===== config.mk =====
export PLATFORM = sky130hd
export DESIGN_NAME = bol_device_flat
export DESIGN_NICKNAME = d
export VERILOG_FILES = /design/src/hdl/bol_pkg.sv /design/src/hdl/bol_if.sv /design/src/hdl/bol_burst_seq.sv /design/src/hdl/bol_device.sv /design/src/flat_wrapper.sv
export SDC_FILE = /design/constraint.sdc
export NUM_CORES = 1
export LEC_CHECK = 0
export ABC_AREA = 1
export BUFFER_PORTS_ARGS = -buffer_cell sky130_fd_sc_hd__buf_2
export CAP_MARGIN = 40
export CELL_PAD_IN_SITES_DETAIL_PLACEMENT = 1
export CELL_PAD_IN_SITES_GLOBAL_PLACEMENT = 1
export CORE_MARGIN = 4
export CORE_UTILIZATION = 36
export DETAILED_ROUTE_END_ITERATION = 12
export GPL_TIMING_DRIVEN = 0
export PLACE_DENSITY_LB_ADDON = 0.1
export SYNTH_ARGS = -nofsm -noshare
export SYNTH_HDL_FRONTEND = slang
export SYNTH_SLANG_ARGS = --single-unit

===== constraint.sdc =====
create_clock -name clk -period 2.3 [get_ports clk]
set_clock_uncertainty 0.2 [all_clocks]
set_input_delay 0.69 -clock clk [delete_from_list [all_inputs] [get_ports clk]]
set_output_delay 0.69 -clock clk [all_outputs]
set_load 0.005 [all_outputs]

===== src/hdl/bol_pkg.sv =====
/*
 * Shared constants and types for the burst order and latency configuration pair.
 * Assumes a single clock and an active-low asynchronous reset at both ends.
 */
package bol_pkg;

    // ============================================================
    // Command bus
    // ============================================================
    typedef enum logic [1:0]
    {
        CMD_NOP     = 2'h0,
        CMD_RD      = 2'h1,
        CMD_WR      = 2'h2,
        CMD_MODE_WR = 2'h3
    } bol_cmd_e;

    localparam int        COL_W       = 10;
    localparam int        CA_COL_W    = 8;
    localparam logic [5:0] MA_LATENCY = 6'h02;

    // ============================================================
    // Latency register fields and reset value
    // ============================================================
    localparam int        RDLAT_LSB     = 0;
    localparam int        WRLAT_LSB     = 3;
    localparam int        WRLAT_SEL_BIT = 6;
    localparam int        LEV_BIT     = 7;
    localparam logic [7:0] LAT_RESET  = 8'h00;

    // ============================================================
    // Burst length
    // ============================================================
    localparam logic [1:0] BLM_16     = 2'h0;
    localparam logic [1:0] BLM_32     = 2'h1;
    localparam logic [1:0] BLM_OTF    = 2'h2;
    localparam logic [4:0] LAST_BL16  = 5'h0F;
    localparam logic [4:0] LAST_BL32  = 5'h1F;
    localparam logic [4:0] RTP_BL32_ADD = 5'h08;

    // ============================================================
    // Latency tables, indexed by the 3-bit code
    // ============================================================
    localparam logic [5:0] RDLAT_PLAIN [0:7] = '{6'h06, 6'h0A, 6'h0E, 6'h14, 6'h18, 6'h1C, 6'h20, 6'h24};
    localparam logic [5:0] RDLAT_INV   [0:7] = '{6'h06, 6'h0C, 6'h10, 6'h16, 6'h1C, 6'h20, 6'h24, 6'h28};
    localparam logic [4:0] RTP_TAB     [0:7] = '{5'h08, 5'h08, 5'h08, 5'h08, 5'h0A, 5'h0C, 5'h0E, 5'h10};
    localparam logic [5:0] WRLAT_A     [0:7] = '{6'h04, 6'h06, 6'h08, 6'h0A, 6'h0C, 6'h0E, 6'h10, 6'h12};
    localparam logic [5:0] WRLAT_B     [0:7] = '{6'h04, 6'h08, 6'h0C, 6'h12, 6'h16, 6'h1A, 6'h1E, 6'h22};

    // ============================================================
    // Controller software registers
    // ============================================================
    localparam logic [3:0] REG_COLUMN = 4'h0;
    localparam logic [3:0] REG_MODE   = 4'h1;
    localparam logic [3:0] REG_ISSUE  = 4'h2;
    localparam logic [3:0] REG_STATUS = 4'h3;
    localparam int        COLUMN_BL32_BIT = 10;
    localparam int        MODE_MA_LSB     = 8;
    localparam int        STAT_BUSY_BIT   = 0;
    localparam int        STAT_LEV_BIT    = 1;
    localparam int        STAT_REFUSED_BIT = 2;

    // ============================================================
    // Device sequencer states
    // ============================================================
    typedef enum logic [1:0]
    {
        ST_IDLE  = 2'b00,
        ST_WAIT  = 2'b01,
        ST_BURST = 2'b11,
        ST_LEVEL = 2'b10
    } bol_state_e;

endpackage


===== src/hdl/bol_if.sv =====
/*
 * Command/address and beat link between the memory controller and the device.
 * Assumes both ends share clk and arst_n; the testbench instantiates it.
 */
interface bol_if
(
    input wire logic clk,
    input wire logic arst_n
);
    import bol_pkg::*;

    logic                  ca_valid;
    bol_cmd_e              ca_cmd;
    logic [CA_COL_W-1:0]   ca_col;
    logic                  ca_bl32;
    logic [5:0]            ca_ma;
    logic [7:0]            ca_op;
    logic                  dev_busy;
    logic                  beat_valid;
    logic                  beat_write;
    logic [COL_W-1:0]      beat_col;

    modport dev
    (
        input  clk, arst_n, ca_valid, ca_cmd, ca_col, ca_bl32, ca_ma, ca_op,
        output dev_busy, beat_valid, beat_write, beat_col
    );

    modport ctl
    (
        input  clk, arst_n, dev_busy, beat_valid, beat_write, beat_col,
        output ca_valid, ca_cmd, ca_col, ca_bl32, ca_ma, ca_op
    );
endinterface


===== src/hdl/bol_burst_seq.sv =====
/*
 * Beat address generator: maps a beat index to the burst address.
 * Assumes start holds column bits 4:2 as taken from the command.
 */
module bol_burst_seq
(
    input  wire logic [2:0] start,
    input  wire logic       bl32,
    input  wire logic       is_write,
    input  wire logic [4:0] idx,
    output logic      [4:0] addr
);
    // ============================================================
    // Address
    // ============================================================
    logic [3:0] base;
    logic       half;

    always_comb
    begin
        // Writes run linearly from the start of their half; reads wrap in 16.
        base = is_write ? 4'h0 : {start[1:0], 2'b00};
        // A 16-beat read ignores bit 4; a write keeps it to pick the upper half.
        half = (is_write || bl32) ? start[2] : 1'b0;
        addr = {half ^ (bl32 & idx[4]), 4'(base + idx[3:0])};
    end
endmodule


===== src/hdl/bol_device.sv =====
/*
 * Device end: latency register with two set-point copies, latency wait and
 * burst beat ordering. Assumes the controller keeps its command-bus obligations.
 */
// Added by the designer: the address-and-strobe port.
module bol_device
(
    bol_if.dev                   link,
    input  wire logic            setpoint_write_select,
    input  wire logic            setpoint_operate_select,
    input  wire logic            byte_inversion,
    input  wire logic [1:0]      burst_mode,
    output logic      [5:0]      read_latency,
    output logic      [5:0]      write_latency,
    output logic      [4:0]      read_to_precharge_cycles,
    output logic                 leveling_on
);
    import bol_pkg::*;

    // ============================================================
    // Latency register, one copy per set point
    // ============================================================
    logic [7:0] lat_reg  [2];
    logic [7:0] lat_next [2];
    logic       mode_wr_take;
    logic [7:0] active;
    logic [2:0] rd_code;
    logic [2:0] wr_code;

    // The bus carries column bits 9:2 only, so bits 1:0 are implied zero.
    assign mode_wr_take = link.ca_valid && link.ca_cmd == CMD_MODE_WR;

    generate
        for (genvar g = 0; g < 2; g++)
        begin : g_setpoint
            always_comb
            begin
                lat_next[g] = lat_reg[g];
                // Other addresses are not held here and leave the copies alone.
                if (mode_wr_take && link.ca_ma == MA_LATENCY && setpoint_write_select == 1'(g))
                begin
                    lat_next[g] = link.ca_op;
                end
            end

            always_ff @(posedge link.clk or negedge link.arst_n)
            begin
                if (!link.arst_n)
                begin
                    lat_reg[g] <= LAT_RESET;
                end
                else
                begin
                    lat_reg[g] <= lat_next[g];
                end
            end
        end
    endgenerate

    // ============================================================
    // Active latency values
    // ============================================================
    logic [5:0] rd_val;
    logic [5:0] wr_val;
    logic [4:0] rtp_val;
    logic       mode_bl32;

    always_comb
    begin
        active    = lat_reg[setpoint_operate_select];
        rd_code   = active[RDLAT_LSB +: 3];
        wr_code   = active[WRLAT_LSB +: 3];
        rd_val    = byte_inversion ? RDLAT_INV[rd_code] : RDLAT_PLAIN[rd_code];
        wr_val    = active[WRLAT_SEL_BIT] ? WRLAT_B[wr_code] : WRLAT_A[wr_code];
        mode_bl32 = burst_mode == BLM_32;
        rtp_val   = 5'(RTP_TAB[rd_code] + (mode_bl32 ? RTP_BL32_ADD : 5'h00));
    end

    assign read_latency             = rd_val;
    assign write_latency            = wr_val;
    assign read_to_precharge_cycles = rtp_val;
    assign leveling_on              = active[LEV_BIT];

    // ============================================================
    // Command sequencer
    // ============================================================
    bol_state_e  state_reg;
    bol_state_e  state_next;
    logic [5:0]  cnt_reg;
    logic [5:0]  cnt_next;
    logic [4:0]  idx_reg;
    logic [4:0]  idx_next;
    logic        wr_reg;
    logic        wr_next;
    logic        bl32_reg;
    logic        bl32_next;
    logic [7:0]  col_reg;
    logic [7:0]  col_next;
    logic        beat_valid_reg;
    logic        beat_valid_next;
    logic        beat_write_reg;
    logic        beat_write_next;
    logic [9:0]  beat_col_reg;
    logic [9:0]  beat_col_next;
    logic [4:0]  seq_addr;
    logic        cmd_bl32;

    bol_burst_seq u_seq
    (
        .start    (col_reg[2:0]),
        .bl32     (bl32_reg),
        .is_write (wr_reg),
        .idx      (idx_reg),
        .addr     (seq_addr)
    );

    always_comb
    begin
        // Reserved mode code falls back to 16 beats.
        case (burst_mode)
            BLM_32:  cmd_bl32 = 1'b1;
            BLM_OTF: cmd_bl32 = link.ca_bl32;
            default: cmd_bl32 = 1'b0;
        endcase

        state_next      = state_reg;
        cnt_next        = cnt_reg;
        idx_next        = idx_reg;
        wr_next         = wr_reg;
        bl32_next       = bl32_reg;
        col_next        = col_reg;
        beat_valid_next = 1'b0;
        beat_write_next = beat_write_reg;
        beat_col_next   = beat_col_reg;

        case (state_reg)
            ST_IDLE:
            begin
                if (leveling_on)
                begin
                    state_next = ST_LEVEL;
                end
                else if (link.ca_valid && (link.ca_cmd == CMD_RD || link.ca_cmd == CMD_WR))
                begin
                    wr_next    = link.ca_cmd == CMD_WR;
                    bl32_next  = cmd_bl32;
                    col_next   = link.ca_col;
                    cnt_next   = 6'((link.ca_cmd == CMD_WR ? wr_val : rd_val) - 6'h01);
                    state_next = ST_WAIT;
                end
            end
            ST_WAIT:
            begin
                if (cnt_reg == 6'h00)
                begin
                    idx_next   = 5'h00;
                    state_next = ST_BURST;
                end
                else
                begin
                    cnt_next = 6'(cnt_reg - 6'h01);
                end
            end
            ST_BURST:
            begin
                beat_valid_next = 1'b1;
                beat_write_next = wr_reg;
                beat_col_next   = {col_reg[7:3], seq_addr};
                if (idx_reg == (bl32_reg ? LAST_BL32 : LAST_BL16))
                begin
                    state_next = ST_IDLE;
                end
                else
                begin
                    idx_next = 5'(idx_reg + 5'h01);
                end
            end
            ST_LEVEL:
            begin
                // Only a register write may arrive here; it is applied above.
                if (!leveling_on)
                begin
                    state_next = ST_IDLE;
                end
            end
            default:
            begin
                state_next = ST_IDLE;
            end
        endcase
    end

    always_ff @(posedge link.clk or negedge link.arst_n)
    begin
        if (!link.arst_n)
        begin
            state_reg      <= ST_IDLE;
            cnt_reg        <= 6'h00;
            idx_reg        <= 5'h00;
            wr_reg         <= 1'b0;
            bl32_reg       <= 1'b0;
            col_reg        <= 8'h00;
            beat_valid_reg <= 1'b0;
            beat_write_reg <= 1'b0;
            beat_col_reg   <= 10'h000;
        end
        else
        begin
            state_reg      <= state_next;
            cnt_reg        <= cnt_next;
            idx_reg        <= idx_next;
            wr_reg         <= wr_next;
            bl32_reg       <= bl32_next;
            col_reg        <= col_next;
            beat_valid_reg <= beat_valid_next;
            beat_write_reg <= beat_write_next;
            beat_col_reg   <= beat_col_next;
        end
    end

    assign link.dev_busy   = state_reg == ST_WAIT || state_reg == ST_BURST;
    assign link.beat_valid = beat_valid_reg;
    assign link.beat_write = beat_write_reg;
    assign link.beat_col   = beat_col_reg;
endmodule


===== src/flat_wrapper.sv =====
// flat-port wrapper written by rule: the top's interface ports become plain ports
module bol_device_flat import bol_pkg::*;
  (setpoint_write_select, setpoint_operate_select, byte_inversion, burst_mode, read_latency, write_latency, read_to_precharge_cycles, leveling_on, clk, arst_n, link_ca_valid, link_ca_cmd, link_ca_col, link_ca_bl32, link_ca_ma, link_ca_op, link_dev_busy, link_beat_valid, link_beat_write, link_beat_col);
  bol_if link_i (.clk(clk), .arst_n(arst_n));
  input  wire logic setpoint_write_select;
  input  wire logic setpoint_operate_select;
  input  wire logic byte_inversion;
  input  wire logic [1:0] burst_mode;
  output logic      [5:0] read_latency;
  output logic      [5:0] write_latency;
  output logic      [4:0] read_to_precharge_cycles;
  output logic leveling_on;
  input wire logic clk;
  input wire logic arst_n;
  input wire logic [$bits(link_i.ca_valid)-1:0] link_ca_valid;
  input wire logic [$bits(link_i.ca_cmd)-1:0] link_ca_cmd;
  input wire logic [$bits(link_i.ca_col)-1:0] link_ca_col;
  input wire logic [$bits(link_i.ca_bl32)-1:0] link_ca_bl32;
  input wire logic [$bits(link_i.ca_ma)-1:0] link_ca_ma;
  input wire logic [$bits(link_i.ca_op)-1:0] link_ca_op;
  output wire logic [$bits(link_i.dev_busy)-1:0] link_dev_busy;
  output wire logic [$bits(link_i.beat_valid)-1:0] link_beat_valid;
  output wire logic [$bits(link_i.beat_write)-1:0] link_beat_write;
  output wire logic [$bits(link_i.beat_col)-1:0] link_beat_col;
  assign link_i.ca_valid = link_ca_valid;
  assign link_i.ca_cmd = link_ca_cmd;
  assign link_i.ca_col = link_ca_col;
  assign link_i.ca_bl32 = link_ca_bl32;
  assign link_i.ca_ma = link_ca_ma;
  assign link_i.ca_op = link_ca_op;
  assign link_dev_busy = link_i.dev_busy;
  assign link_beat_valid = link_i.beat_valid;
  assign link_beat_write = link_i.beat_write;
  assign link_beat_col = link_i.beat_col;
  bol_device u_core (.link(link_i), .setpoint_write_select(setpoint_write_select), .setpoint_operate_select(setpoint_operate_select), .byte_inversion(byte_inversion), .burst_mode(burst_mode), .read_latency(read_latency), .write_latency(write_latency), .read_to_precharge_cycles(read_to_precharge_cycles), .leveling_on(leveling_on));
endmodule

==> flow_metrics.tcl <==
set metrics [dict create \
    area_growth_syn_to_layout_pct 42.3 \
    cts_hold_buffers 0 \
    crit_family "simple AND/OR/NAND/NOR gates" \
    horiz_die_dim_um 101 \
    setup.reg_to_reg.worst_slack_ps -180 \
    irDropWorstVdd_v 0.000267 \
    pin_count_of_the_biggest_net_entering_global_routing 35 \
    worst-path-stages 11 \
    number_of_input_and_output_port_buffers_inserted 60 \
    syn_avg_cell_area_um2 7.39 \
    grt_first_pass_wirelength_um 15100 \
    tritoncts_num_sinks 51 \
    static_leak_uw 0.00236 \
    worstPathCellList "buf_12 -> inv_12 -> buf_12 -> nand2_8 -> nand2_8 -> inv_6 -> ha_1 -> nand3_1 -> nand3_2 -> nand2_2 -> buf_2" \
    slew_headroom_pct 65.8 \
    final-hold-violation-count 0 \
    power-per-cell-area_nw_per_um2 820 \
    synthesis.instances 420 \
    drv_cap 0 \
    grt_usage_pct 18.7 \
    grt.overflow.total 0 \
    layout_setup_ws_ps -376 \
    diodes 0 \
    detailedPlacementHpwl_um 6440 \
    fin_nets 569 \
    largest_register_ff_count 16 \
    maxSlewViolCount 0 \
    timing.critical_path.slowest_stage_cell "sky130_fd_sc_hd__ha_1" \
    timing.critical_path.to_type "output pin" \
    worstPathArrival_ps 1790 \
    core.rowCount 33 \
    ioPinCount 64 \
    die_h_um 101 \
    critical_path.n_buffers_inverters 5 \
    insertion_delay_ps 320 \
    total_die_area_um2 10200 \
    synth_cell_type_count 32 \
    synth_seq_cells 51 \
    post_route_cells_drive_above_1_share_pct 37.7 \
    root_buffer "sky130_fd_sc_hd__clkbuf_8" \
    final.period_utilization_pct 116 \
    wl_per_cell_um 15.7 \
    crit_path_max_fanout 5 \
    worstMarginPinSlew_ps 514 \
    antenna_violating_nets_post_route 0 \
    max_h_tree_level 2 \
    rsz0062_at_grt "true" \
    worstPathRequired_ps 1410 \
    highest_cell_delay_on_the_worst_timing_path_ps 170 \
    dpl_worst_slack_ps -635 \
    final_period_minus_worst_setup_slack_ps 2680 \
    fp.coreArea_um2 8300 \
    cts_made_buffers 5 \
    drcViolationCount 0 \
    maximum_buffer_depth_of_the_clock_tree 2 \
    grt_pass1_vias 3141 \
    cts_tree "yes" \
    startpoint_type "input pin" \
    dr.pass1.iters 4 \
    max_freq_mhz 374 \
    vias 2982 \
    yosysSeqAreaShare_pct 41.1 \
    worstSetupPathType "input pin to output pin" \
    cell_area_after_synthesis_um2 3100 \
    violations_in_the_final_reports "negative setup slack" \
    detailed_place.area_um2 3640 \
    run_status "finished, violations left" \
    antenna_violations_before_repair 0 \
    worstHoldPathType "input pin to asynchronous set/reset pin" \
    gp_congestion 0.847 \
    initial_utilization_pct 37.4 \
    setup_violations 19 \
    wl_um 9790 \
    drt_iter0_drc 89 \
    synth_warnings 0 \
    cts_clk_pin_slew_worst_paths_ps 110 \
    vias_per_cell 4.77 \
    worstRegToRegCells 20 \
    finish.instance_area_um2 4410 \
]
-- power by group --
part	internal (µW)	switching (µW)
Clock	247	339
Sequential	1170	184
Combinational	659	1020
Total	2080	1540
-- layout by cell type, fill, tap and decap left out, drive strengths merged, types with 3 or more instances in the layout --
cell | Yosys | routed
nor3 | 4 | 4
nor4 | 3 | 3
conb | 1 | 3
nand3 | 26 | 26
o21ai | 30 | 30
ha | 17 | 17
clkbuf | 4 | 10
nor2 | 21 | 21
a21oi | 7 | 7
buf | 6 | 96
nand2 | 163 | 163
dfrtp | 51 | 51
xor2 | 3 | 3
inv | 72 | 73
-- stage by stage --
| step | hold WS [ps] | power [µW] | cells | util [%] | setup TNS, ps |
|---|---|---|---|---|---|
| 2_1_floorplan | 194 | 2350 | 422 | - | -648 |
| 3_3_place_gp | 252 | 2760 | 587 | 43.6 | -10510 |
| 3_5_place_dp | 259 | 2830 | 588 | 43.9 | -12400 |
| 4_1_cts | 122 | 3570 | 616 | 50.4 | -4600 |
| 5_1_grt | 120 | 3960 | 625 | 53.2 | -6620 |
| 6_report | 107 | 3620 | 625 | 53.2 | -5320 |
-- synth_stat cells --
master                     instances  area share [%]
sky130_fd_sc_hd__xnor2_1           2            0.56
sky130_fd_sc_hd__nand2_2          16             3.2
sky130_fd_sc_hd__mux2i_1           1            0.32
sky130_fd_sc_hd__xor2_1            3            0.85
sky130_fd_sc_hd__inv_2             5            0.61
sky130_fd_sc_hd__conb_1            1            0.12
sky130_fd_sc_hd__nor3b_1           1            0.24
sky130_fd_sc_hd__nor3_1            4            0.65
sky130_fd_sc_hd__nand3_1          23             3.7
sky130_fd_sc_hd__clkinv_1          1            0.12
sky130_fd_sc_hd__o21ai_1           3            0.48
sky130_fd_sc_hd__nand2_4           5             1.8
sky130_fd_sc_hd__clkbuf_1          4            0.48
sky130_fd_sc_hd__nand2_1         142              17
sky130_fd_sc_hd__o31ai_1           1            0.24
sky130_fd_sc_hd__inv_1            67             8.1
sky130_fd_sc_hd__buf_6             2            0.73
sky130_fd_sc_hd__nor2_4            2            0.73
sky130_fd_sc_hd__a31oi_1           2            0.40
sky130_fd_sc_hd__dfrtp_1          51              41
sky130_fd_sc_hd__nor4_1            3            0.61
sky130_fd_sc_hd__buf_2             1            0.16
sky130_fd_sc_hd__nand3b_1          2            0.48
sky130_fd_sc_hd__ha_1             17             6.9
sky130_fd_sc_hd__a21boi_0          1            0.24
sky130_fd_sc_hd__a21oi_1           7             1.1
sky130_fd_sc_hd__nand3_2           3            0.97
sky130_fd_sc_hd__o21ai_0          27             4.4
sky130_fd_sc_hd__nand4_1           1            0.20
sky130_fd_sc_hd__nor2_2            3            0.61
sky130_fd_sc_hd__nor2_1           16             1.9
sky130_fd_sc_hd__buf_4             3            0.73
-- logic make-up after synthesis --
kind of cell / Yosys count / share of synthesized area [%]
AOI/OAI and AO/OA: 41 / 6.86
xor gates and xnor gates: 5 / 1.41
adders and majority gates: 17 / 6.86
buffers and inverters: 83 / 10.9
DFF: 51 / 41.1
muxes: 1 / 0.323
other: 1 / 0.121
and+or+nand+nor: 221 / 32.4
-- path summary, 6_finish.rpt --
kind,startpoint,endpoint
max,setpoint_operate_select,read_latency[2]
min,arst_n,u_core.idx_reg[4]
max reg2reg,u_core.lat_reg[0],u_core.cnt_reg[5]
min reg2reg,u_core.col_reg[5],u_core.link.beat_col[7]
max in group asynchronous,arst_n,u_core.lat_reg[10]
min in group clk,u_core.col_reg[5],u_core.link.beat_col[7]
-- layer usage --
layer | GRT usage (%) | up-vias | share of wire, %
li1 | - | 1489 | -
met1 | 23.4 | 1443 | 42
met2 | 34.1 | 42 | 54
met3 | 3.25 | 8 | 2.8
met4 | 2.80 | 0 | 0.79
met5 | 0 | - | 0
-- final cells by class --
cell class	count	area [µm²]
inverters	73	302
plain buffers	10	88.8
clock buffers	6	82.6
repair buffers	90	627
fillers	1004	3880
clock inverters	2	13.8
well taps	105	131
multi-input cells	288	1890
flip-flops and latches	51	1280
-- worst register-to-register path, cell delays in order, from the launching register on --
cell	delay (ps)
sky130_fd_sc_hd__dfrtp_1	380
sky130_fd_sc_hd__inv_1	150
sky130_fd_sc_hd__nand2_8	80
sky130_fd_sc_hd__nand2_8	110
sky130_fd_sc_hd__inv_6	50
sky130_fd_sc_hd__ha_4	160
sky130_fd_sc_hd__inv_2	60
sky130_fd_sc_hd__nand3_2	70
sky130_fd_sc_hd__nand3_1	80
sky130_fd_sc_hd__nand2_1	70
sky130_fd_sc_hd__buf_4	130
sky130_fd_sc_hd__buf_4	120
sky130_fd_sc_hd__buf_4	120
sky130_fd_sc_hd__buf_4	130
sky130_fd_sc_hd__nand2_1	70
sky130_fd_sc_hd__nand3_2	100
sky130_fd_sc_hd__nand2_2	100
sky130_fd_sc_hd__nand3_1	80
sky130_fd_sc_hd__nand2_1	60
sky130_fd_sc_hd__nand3_1	70
sky130_fd_sc_hd__nand2_1	60
-- what timing repair did --
action / 4_1_cts / 5_1_grt
pin swaps: 17 / 12
resized for setup: 57 / 41
gates cloned: 2 / 0
endpoints found under the setup margin: 20 / 33
setup buffers: 18 / 9
No activity file was read; power rests on OpenSTA's default activity.
